--- src/rtl/sdcr_pkg.sv ---
// Package for the synthesizer divider configuration register bank.
// Assumes a 32-bit APB slave; every configuration register is loaded through one word address and picked by its select code.
package sdcr_pkg;

   // Register select codes held in the low four bits of a word
   localparam logic [3:0] SEL_INT_PRESC  = 4'h0;
   localparam logic [3:0] SEL_MAIN_FRAC  = 4'h1;
   localparam logic [3:0] SEL_AUX_DEN    = 4'h2;
   localparam logic [3:0] SEL_AUX_NUM    = 4'h3;
   localparam logic [3:0] SEL_R4         = 4'h4;
   localparam logic [3:0] SEL_R5         = 4'h5;
   localparam logic [3:0] SEL_RF_OUT     = 4'h6;
   localparam logic [3:0] SEL_LOCK_DET   = 4'h7;
   localparam logic [3:0] SEL_DITHER_PH  = 4'h8;
   localparam int         NUM_REGS       = 9;

   // APB byte addresses
   localparam logic [7:0] ADDR_CFG_WORD  = 8'h00;   // Write: load a configuration word
   localparam logic [7:0] ADDR_LAST_WORD = 8'h04;   // Read: last loaded word
   localparam logic [7:0] ADDR_STATUS    = 8'h08;   // Read: pending shadow state
   localparam logic [7:0] ADDR_INT_VAL   = 8'h0C;   // Read: active whole divide value
   localparam logic [7:0] ADDR_MAIN_NUM  = 8'h10;   // Read: active main numerator
   localparam logic [7:0] ADDR_AUX_VAL   = 8'h14;   // Read: active aux den/num
   localparam logic [7:0] ADDR_RF_DIV    = 8'h18;   // Read: active output divider select

   // Field positions
   localparam int INT_LSB        = 4;
   localparam int INT_MSB        = 19;
   localparam int PRESC_BIT      = 20;
   localparam int MAIN_NUM_LSB   = 4;
   localparam int MAIN_NUM_MSB   = 27;
   localparam int AUX_LSB        = 4;
   localparam int AUX_MSB        = 17;
   localparam int DBUF_EN_BIT    = 14;
   localparam int RF_DIV_LSB     = 21;
   localparam int RF_DIV_MSB     = 23;

   // Reset values
   localparam logic [31:0] WORD_RESET = 32'h0000_0000;

   // Active divider settings presented to the loop
   typedef struct packed
   {
      logic        prescaler_select;        // 0: 4/5, 1: 8/9
      logic [15:0] whole_value;
      logic [23:0] main_fraction_numerator;
      logic [13:0] aux_denominator;
      logic [13:0] aux_fraction_numerator;
      logic [2:0]  rf_divider_select;
   } sdcr_div_t;

endpackage : sdcr_pkg

--- src/rtl/sdcr_shadow.sv ---
// Two-stage shadow holder for one buffered field.
// Assumes load and apply strobes are one-cycle pulses in the same clock domain.
`timescale 1ns/1ns
module sdcr_shadow #(
   parameter int W = 32
) (
   input  wire logic         clk_i,
   input  wire logic         rst_i,
   input  wire logic         load_i,     // New value written
   input  wire logic         buffer_i,   // Hold in shadow until apply
   input  wire logic         apply_i,    // Register 0 write
   input  wire logic [W-1:0] data_i,
   output logic      [W-1:0] active_o,
   output logic              pending_o
);

   logic [W-1:0] shadow_q;
   logic [W-1:0] active_q;
   logic         pending_q;
   logic [W-1:0] shadow_d;
   logic [W-1:0] active_d;
   logic         pending_d;

   // Shadow follows every load
   assign shadow_d  = load_i ? data_i : shadow_q;
   // Apply moves the shadow in; a same-cycle load goes straight through
   assign active_d  = (load_i && !buffer_i) ? data_i :
                      apply_i               ? shadow_d : active_q;
   // Pending set wins over the apply that would clear it only if loaded later
   assign pending_d = (load_i && buffer_i && !apply_i) ? 1'b1 :
                      (apply_i || load_i)              ? 1'b0 : pending_q;

   // State update
   always_ff @(posedge clk_i)
   begin
      if (rst_i)
      begin
         shadow_q  <= '0;
         active_q  <= '0;
         pending_q <= 1'b0;
      end
      else
      begin
         shadow_q  <= shadow_d;
         active_q  <= active_d;
         pending_q <= pending_d;
      end
   end

   assign active_o  = active_q;
   assign pending_o = pending_q;

endmodule : sdcr_shadow

--- src/rtl/sdcr_regs.sv ---
// Configuration register bank of a fractional-N synthesizer, loaded over APB.
// Assumes a host writing full 32-bit words; one APB write to the load address is one completed load.
//
// Our own choices: the APB interface to the registers and the register addresses.
`timescale 1ns/1ns
module sdcr_regs (
   input  wire logic              clk_i,
   input  wire logic              rst_i,
   // APB slave
   input  wire logic              psel_i,
   input  wire logic              penable_i,
   input  wire logic              pwrite_i,
   input  wire logic [7:0]        paddr_i,
   input  wire logic [31:0]       pwdata_i,
   output logic                   pready_o,
   output logic                   pslverr_o,
   output logic      [31:0]       prdata_o,
   // Active divider settings
   output sdcr_pkg::sdcr_div_t    div_o,
   // Raw words of the other registers
   output logic      [31:0]       r4_word_o,
   output logic      [31:0]       r5_word_o,
   output logic      [31:0]       rf_out_word_o,
   output logic      [31:0]       lock_det_word_o,
   output logic      [31:0]       dither_ph_word_o
);

   ////////////////////////////////////////////////////////////////////////////
   // Bus decode

   typedef enum logic [1:0] {SDCR_IDLE, SDCR_ACCESS} sdcr_state_t;

   sdcr_state_t state_q;
   sdcr_state_t state_d;
   logic        acc_phase;        // Access phase of a transfer
   logic        wr_acc;           // Write completing this cycle
   logic        cfg_load;         // A configuration word is loaded
   logic [3:0]  sel;              // Register select bits of the word
   logic        addr_ok;          // Mapped address

   // Access completes in the first access cycle (no wait states)
   assign acc_phase = psel_i && penable_i;
   assign wr_acc    = acc_phase && pwrite_i;
   assign sel       = pwdata_i[3:0];
   assign addr_ok   = (paddr_i == sdcr_pkg::ADDR_CFG_WORD)  || (paddr_i == sdcr_pkg::ADDR_LAST_WORD) ||
                      (paddr_i == sdcr_pkg::ADDR_STATUS)    || (paddr_i == sdcr_pkg::ADDR_INT_VAL)   ||
                      (paddr_i == sdcr_pkg::ADDR_MAIN_NUM)  || (paddr_i == sdcr_pkg::ADDR_AUX_VAL)   ||
                      (paddr_i == sdcr_pkg::ADDR_RF_DIV);
   // Only the load address takes writes, and only while pready stands
   assign cfg_load  = wr_acc && (state_q == SDCR_ACCESS) && (paddr_i == sdcr_pkg::ADDR_CFG_WORD);

   // Select decode helper
   function automatic logic hit(input logic [3:0] s, input logic [3:0] code);
      hit = cfg_load && (s == code);
   endfunction : hit

   logic ld0, ld1, ld2, ld3, ld4, ld5, ld6, ld7, ld8;
   assign ld0 = hit(sel, sdcr_pkg::SEL_INT_PRESC);
   assign ld1 = hit(sel, sdcr_pkg::SEL_MAIN_FRAC);
   assign ld2 = hit(sel, sdcr_pkg::SEL_AUX_DEN);
   assign ld3 = hit(sel, sdcr_pkg::SEL_AUX_NUM);
   assign ld4 = hit(sel, sdcr_pkg::SEL_R4);
   assign ld5 = hit(sel, sdcr_pkg::SEL_R5);
   assign ld6 = hit(sel, sdcr_pkg::SEL_RF_OUT);
   assign ld7 = hit(sel, sdcr_pkg::SEL_LOCK_DET);
   assign ld8 = hit(sel, sdcr_pkg::SEL_DITHER_PH);

   // Bus phase tracker: ACCESS marks the one cycle in which pready stands.
   // Zero wait states, so the tracker never stays in ACCESS.
   always_comb
   begin
      case (state_q)
         SDCR_IDLE:   state_d = (psel_i && !penable_i) ? SDCR_ACCESS : SDCR_IDLE;
         SDCR_ACCESS: state_d = SDCR_IDLE;
         default:     state_d = SDCR_IDLE;
      endcase
   end

   // Tracker state
   always_ff @(posedge clk_i)
   begin
      if (rst_i)
      begin
         state_q <= SDCR_IDLE;
      end
      else
      begin
         state_q <= state_d;
      end
   end

   ////////////////////////////////////////////////////////////////////////////
   // Plain registers
   //
   // Register 0 and words 4, 5, 7 and 8 take effect on their load edge.
   // Register 0 is never buffered: its own write is the apply strobe.

   logic [31:0] int_word_q;       // Integer and prescaler word
   logic [31:0] r4_q;             // Word 4, holds the buffering enable
   logic [31:0] r5_q;             // Word 5, kept raw
   logic [31:0] lock_word_q;      // Lock detect word, kept raw
   logic [31:0] dither_word_q;    // Dither and phase word, kept raw
   logic [31:0] last_q;           // Last word loaded, whatever its select

   // Integer and prescaler word; this write also applies the shadows
   always_ff @(posedge clk_i)
   begin
      if (rst_i)
      begin
         int_word_q <= sdcr_pkg::WORD_RESET;
      end
      else if (ld0)
      begin
         int_word_q <= pwdata_i;
      end
   end

   // Word 4 steers the divider buffering from the edge after its load,
   // so a host must load it before the word 6 that it should govern
   always_ff @(posedge clk_i)
   begin
      if (rst_i)
      begin
         r4_q <= sdcr_pkg::WORD_RESET;
      end
      else if (ld4)
      begin
         r4_q <= pwdata_i;
      end
   end

   // Raw words for the analog side; their fields are not decoded here
   always_ff @(posedge clk_i)
   begin
      if (rst_i)
      begin
         r5_q          <= sdcr_pkg::WORD_RESET;
         lock_word_q   <= sdcr_pkg::WORD_RESET;
         dither_word_q <= sdcr_pkg::WORD_RESET;
      end
      else
      begin
         if (ld5) r5_q          <= pwdata_i;
         if (ld7) lock_word_q   <= pwdata_i;
         if (ld8) dither_word_q <= pwdata_i;
      end
   end

   // Last word follows every load, also select codes with no register
   always_ff @(posedge clk_i)
   begin
      if (rst_i)
      begin
         last_q <= sdcr_pkg::WORD_RESET;
      end
      else if (cfg_load)
      begin
         last_q <= pwdata_i;
      end
   end

   ////////////////////////////////////////////////////////////////////////////
   // Buffered words: 1, 2, 3 always; word 6 only in its divider bits, when enabled
   //
   // Each buffered word sits in a shadow holder that keeps the newest load
   // and moves it to the active side on a register 0 write, so the loop
   // never sees a fraction that is half old and half new.

   logic [31:0] main_act;         // Active main fraction word
   logic [31:0] aux_den_act;      // Active aux denominator word
   logic [31:0] aux_num_act;      // Active aux numerator word
   logic [31:0] rf_word_act;      // Active output and bleed word
   logic [2:0]  rfdiv_act;        // Active output divider select
   logic        p1;               // Main fraction waits for apply
   logic        p2;               // Aux denominator waits for apply
   logic        p3;               // Aux numerator waits for apply
   logic        p6;               // Never set: word 6 body is immediate
   logic        pdiv;             // Divider select waits for apply
   logic        div_buf;          // Divider select buffering enabled

   // Divider select buffering enable from word 4 bit 14
   assign div_buf = r4_q[sdcr_pkg::DBUF_EN_BIT];

   // Main fraction word, buffered until word 0 arrives
   sdcr_shadow #(.W(32)) u_sh1 (
      .clk_i     (clk_i),
      .rst_i     (rst_i),
      .load_i    (ld1),
      .buffer_i  (1'b1),
      .apply_i   (ld0),
      .data_i    (pwdata_i),
      .active_o  (main_act),
      .pending_o (p1)
   );

   // Aux denominator word
   sdcr_shadow #(.W(32)) u_sh2 (
      .clk_i     (clk_i),
      .rst_i     (rst_i),
      .load_i    (ld2),
      .buffer_i  (1'b1),
      .apply_i   (ld0),
      .data_i    (pwdata_i),
      .active_o  (aux_den_act),
      .pending_o (p2)
   );

   // Aux numerator word
   sdcr_shadow #(.W(32)) u_sh3 (
      .clk_i     (clk_i),
      .rst_i     (rst_i),
      .load_i    (ld3),
      .buffer_i  (1'b1),
      .apply_i   (ld0),
      .data_i    (pwdata_i),
      .active_o  (aux_num_act),
      .pending_o (p3)
   );

   // Word 6 apart from the divider bits applies immediately
   sdcr_shadow #(.W(32)) u_sh6 (
      .clk_i     (clk_i),
      .rst_i     (rst_i),
      .load_i    (ld6),
      .buffer_i  (1'b0),
      .apply_i   (1'b0),
      .data_i    (pwdata_i),
      .active_o  (rf_word_act),
      .pending_o (p6)
   );

   // Output divider select, buffered only when enabled
   sdcr_shadow #(.W(3)) u_shdiv (
      .clk_i     (clk_i),
      .rst_i     (rst_i),
      .load_i    (ld6),
      .buffer_i  (div_buf),
      .apply_i   (ld0),
      .data_i    (pwdata_i[sdcr_pkg::RF_DIV_MSB:sdcr_pkg::RF_DIV_LSB]),
      .active_o  (rfdiv_act),
      .pending_o (pdiv)
   );

   ////////////////////////////////////////////////////////////////////////////
   // Divider assembly
   //
   // The loop reads every divide field from one register, so prescaler,
   // whole value and fractions all change on the same edge.

   sdcr_pkg::sdcr_div_t div_d;    // Next divider set
   sdcr_pkg::sdcr_div_t div_q;    // Divider set seen by the loop

   // Fields gathered into one word so the loop sees a coherent set
   assign div_d.prescaler_select        = int_word_q[sdcr_pkg::PRESC_BIT];
   assign div_d.whole_value             = int_word_q[sdcr_pkg::INT_MSB:sdcr_pkg::INT_LSB];
   assign div_d.main_fraction_numerator = main_act[sdcr_pkg::MAIN_NUM_MSB:sdcr_pkg::MAIN_NUM_LSB];
   assign div_d.aux_denominator         = aux_den_act[sdcr_pkg::AUX_MSB:sdcr_pkg::AUX_LSB];
   assign div_d.aux_fraction_numerator  = aux_num_act[sdcr_pkg::AUX_MSB:sdcr_pkg::AUX_LSB];
   assign div_d.rf_divider_select       = rfdiv_act;
   // No range check: every numerator code is legal and limits are the host's job

   // Loop view register, one cycle behind the active fields
   always_ff @(posedge clk_i)
   begin
      if (rst_i)
      begin
         div_q <= '0;
      end
      else
      begin
         div_q <= div_d;
      end
   end

   ////////////////////////////////////////////////////////////////////////////
   // Read mux

   logic [31:0] rd_d;
   logic [31:0] status_w;

   assign status_w = {26'h0, div_buf, pdiv, p3, p2, p1, p6};
   assign rd_d = (paddr_i == sdcr_pkg::ADDR_LAST_WORD) ? last_q :
                 (paddr_i == sdcr_pkg::ADDR_STATUS)    ? status_w :
                 (paddr_i == sdcr_pkg::ADDR_INT_VAL)   ? {15'h0, div_q.prescaler_select, div_q.whole_value} :
                 (paddr_i == sdcr_pkg::ADDR_MAIN_NUM)  ? {8'h0, div_q.main_fraction_numerator} :
                 (paddr_i == sdcr_pkg::ADDR_AUX_VAL)   ? {2'h0, div_q.aux_denominator, 2'h0,
                                                          div_q.aux_fraction_numerator} :
                 (paddr_i == sdcr_pkg::ADDR_RF_DIV)    ? {29'h0, div_q.rf_divider_select} :
                 32'h0000_0000;

   logic        answer_next;      // Access cycle follows this edge
   logic        ready_q;          // Transfer answer
   logic        err_q;            // Unmapped address answer
   logic [31:0] prdata_q;         // Read data, zero outside the answer

   // A setup cycle seen in idle moves the tracker to its access state
   assign answer_next = (state_d == SDCR_ACCESS);

   // pready and pslverr stand for the single access cycle
   always_ff @(posedge clk_i)
   begin
      if (rst_i)
      begin
         ready_q <= 1'b0;
         err_q   <= 1'b0;
      end
      else
      begin
         ready_q <= answer_next;
         err_q   <= answer_next && !addr_ok;
      end
   end

   // Read data is captured at setup and zeroed otherwise, so a stale word
   // never shows on the bus outside its answer
   always_ff @(posedge clk_i)
   begin
      if (rst_i)
      begin
         prdata_q <= 32'h0000_0000;
      end
      else
      begin
         prdata_q <= (answer_next && !pwrite_i) ? rd_d : 32'h0000_0000;
      end
   end

   assign pready_o         = ready_q;
   assign pslverr_o        = err_q;
   assign prdata_o         = prdata_q;
   assign div_o            = div_q;
   assign r4_word_o        = r4_q;
   assign r5_word_o        = r5_q;
   assign rf_out_word_o    = rf_word_act;
   assign lock_det_word_o  = lock_word_q;
   assign dither_ph_word_o = dither_word_q;

endmodule : sdcr_regs

--- config.mk ---
export PLATFORM = sky130hd
export DESIGN_NAME = sdcr_regs
export DESIGN_NICKNAME = d
export VERILOG_FILES = /design/src/rtl/sdcr_pkg.sv /design/src/rtl/sdcr_shadow.sv /design/src/rtl/sdcr_regs.sv
export SDC_FILE = /design/constraint.sdc
export NUM_CORES = 1
export LEC_CHECK = 0
export ABC_CLOCK_PERIOD_IN_PS = 5100
export BUFFER_PORTS_ARGS = -buffer_cell sky130_fd_sc_hd__buf_4
export CORE_MARGIN = 5
export CORE_UTILIZATION = 60
export CTS_CLUSTER_DIAMETER = 30
export DETAILED_ROUTE_END_ITERATION = 12
export GPL_TIMING_DRIVEN = 0
export PLACE_DENSITY = 0.85
export SETUP_SLACK_MARGIN = 0.2
export SLEW_MARGIN = 20
export SYNTH_ARGS = -nofsm -noshare
export SYNTH_HDL_FRONTEND = slang
export SYNTH_HIERARCHICAL = 1
export SYNTH_SLANG_ARGS = --single-unit
--- constraint.sdc ---
create_clock -name clk_i -period 5.1 [get_ports clk_i]
set_clock_uncertainty 0.05 [all_clocks]
set_input_delay 0.51 -clock clk_i [delete_from_list [all_inputs] [get_ports clk_i]]
set_output_delay 0.51 -clock clk_i [all_outputs]
set_load 0.01 [all_outputs]
==> reports/qor.csv <==
stage,metric,value,unit
route,drc,0,
die,start_util,0.609,
clocking,cts_buffer_depth,3,
timing,post-route-period-util,0.657,
power_and_ir_drop,vdd_ir_drop_max,276,uV
place,pre_cts_ws,1.36,ns
timing,worstMarginPinSlew,1.02,ns
worst_hold_path,hold_depth,3,
power_and_ir_drop,power_density,406,mW/mm2
timing,setup_violations,0,
setup_path,worstSetupPathType,flop to flop,
route,dr.pass1.iters,8,
setup_path,cp-start-kind,flop,
grt,antenna_found_initial,1,
die,core-area,0.0278,mm2
power_and_ir_drop,p_leak,0.00889,uW
setup_path,path_delay_family,buffers and inverters,
clocking,numCtsBuffers,77,
power_and_ir_drop,p_sw_frac,0.234,
clocking,postCtsHoldBufs,0,
setup_path,worstPathCellList,"and4_1, buf_2, and4_1, buf_2, nand3_4, buf_2, inv_1, clkbuf_1, clkbuf_1, nor2_1, a221oi_2",
route,num_vias,14700,
synth,syn_inst,1677,
grt,grt_max_degree,23,
route,wl,57.4,mm
power_and_ir_drop,p_total,9070,uW
power_and_ir_drop,p_comb_frac,0.034,
route,drt_iter0_markers,1552,
power_and_ir_drop,power_frac_clock,0.565,
setup_path,cp.arrival,3.78,ns
timing,finalCriticalPeriod,3.35,ns
timing,rsz0062_at_grt,no,
setup_path,crit_slowest_cell,clkbuf_1,
die,die_y,178,um
power_and_ir_drop,p_sw,2120,uW
route,ant_nets,0,
synth,synth.avg_cell_area,10.1,um2
die,fp.dieW,178,um
route,viasPerCell,5.85,
clocking,clkSinkCount,462,
synth,synth_warnings,6,
grt,grt_use_total,0.353,
timing,slew_violations,0,
grt,grt_overflow,0,
cells_and_area,num_antenna_cells,0,
route,wl_per_cell,22.9,um
clocking,cts_tree,built,
cells_and_area,final_nets,2113,
die,row_count,61,
cells_and_area,layout_commonest_cell,dfxtp_1,
setup_path,cp.required,5.53,ns
run,max-cap-violations,0,
clocking,clkLatencyLatePin,0.58,ns
setup_path,cpPeakStageDelay,0.43,ns
setup_path,worst-path-stages,11,
timing,final.setup.tns,0,ns
clocking,cts-resized-gates,0,
clocking,cts_root_buf,clkbuf_16,
die,dieArea,0.0316,mm2
worst_hold_path,hold_class,primary input to flop,
power_and_ir_drop,p_int,6940,uW
place,portBuffers,309,
grt,grt_pass1_vias,14800,
timing,max_freq,0.298,GHz
clocking,path_clk_slew,0.05,ns
clocking,htree_levels,3,
cells_and_area,syn2layout_area_growth,31.9,%
setup_path,worstSetupEndpointType,flop,
power_and_ir_drop,seqPwrFrac,0.401,
setup_path,cp_num_buf_inv,6,
timing,fin_ws,1.75,ns
cells_and_area,layout_common_cells,"dfxtp_1 (462), buf_4 (317), nand2_1 (237), nor2_1 (226), a21oi_1 (131)",
die,ios,311,
timing,relSlewSlack,0.320,
cells_and_area,drive_gt1_frac,0.292,
synth,syn_area,0.0169,mm2
setup_path,rr_worst_depth,11,
outcome,status,"finished, final reports clean",
place,place_hpwl,38.0,mm
clocking,cts_post_setup_buffers_inserted,0,
setup_path,critPathMaxFanout,10,
setup_path,cp_common_cell,buf_2,
grt,grt_pass1_wl,85.3,mm
timing,timing.final.hold_violations,0,
place,place.gp.congestion,0.956,
-- power groups by stage --
stage | combinational, uW | sequential (uW) | clock (uW)
3_5_place_dp | 291 | 3710 | 0
3_3_place_gp | 287 | 3710 | 0
4_1_cts | 294 | 3640 | 5140
2_1_floorplan | 124 | 3710 | 0
5_1_grt | 316 | 3630 | 5330
6_report | 307 | 3640 | 5130
-- per-layer routing --
layer  track usage  wire length [um]  up-vias
met2         0.559             26200      903
met4         0.214              3830        0
met3        0.0929              5780      255
li1              -                 -     6510
met1         0.430             21600     7016
met5             0                 0        -
-- through the flow --
| step | instance area [um2] | utilization | hold WS, ns | cells |
|---|---|---|---|---|
| after floorplan | 16900 | - | 0.380 | 1680 |
| after global placement | 19700 | 0.710 | 0.384 | 2367 |
| after detailed placement | 19700 | 0.710 | 0.388 | 2367 |
| after CTS | 22300 | 0.803 | 0.178 | 2508 |
| after global routing | 22300 | 0.803 | 0.197 | 2508 |
| final | 22300 | 0.803 | 0.193 | 2508 |
-- worst reg2reg max path, delay by kind of cell, from the launching register on --
family | cells | cell delay (ns)
simple gates | 4 | 0.81
flops | 1 | 0.35
compound gates | 1 | 0.26
buf+inv | 6 | 1.79
-- sequential cells by signal (all words and copies together) (netlist names), 17 cells and up --
signal / flops
div_o: 72
dither_ph_word_o: 32
last_q: 32
lock_det_word_o: 32
prdata_o: 32
r4_word_o: 32
r5_word_o: 32
u_sh6/active_o: 32
u_sh6/shadow_q: 32
u_sh1/active_o: 24
u_sh1/shadow_q: 24
int_word_q: 17
-- cell type report --
| class | instances | area (um2) |
|---|---|---|
| repair buffers | 309 | 2320 |
| clock inverters | 49 | 553 |
| fillers | 1701 | 5470 |
| well taps | 378 | 473 |
| clock buffers | 92 | 2040 |
| inverters | 10 | 37.5 |
| plain buffers | 156 | 852 |
| multi-input cells | 1052 | 6790 |
| flip-flops and latches | 462 | 9250 |
-- worst paths after layout --
| check | end | slack [ns] | from |
|---|---|---|---|
| worst max-delay path | u_sh1/active_o[15] | 1.75 | pready_o |
| worst min-delay path | last_q[31] | 0.19 | pwdata_i[31] |
| worst min register to register | lock_det_word_o[0] | 0.40 | lock_det_word_o[0] |
| worst max register to register | u_sh1/active_o[15] | 1.75 | pready_o |
Power figures use the tool's default switching activity.
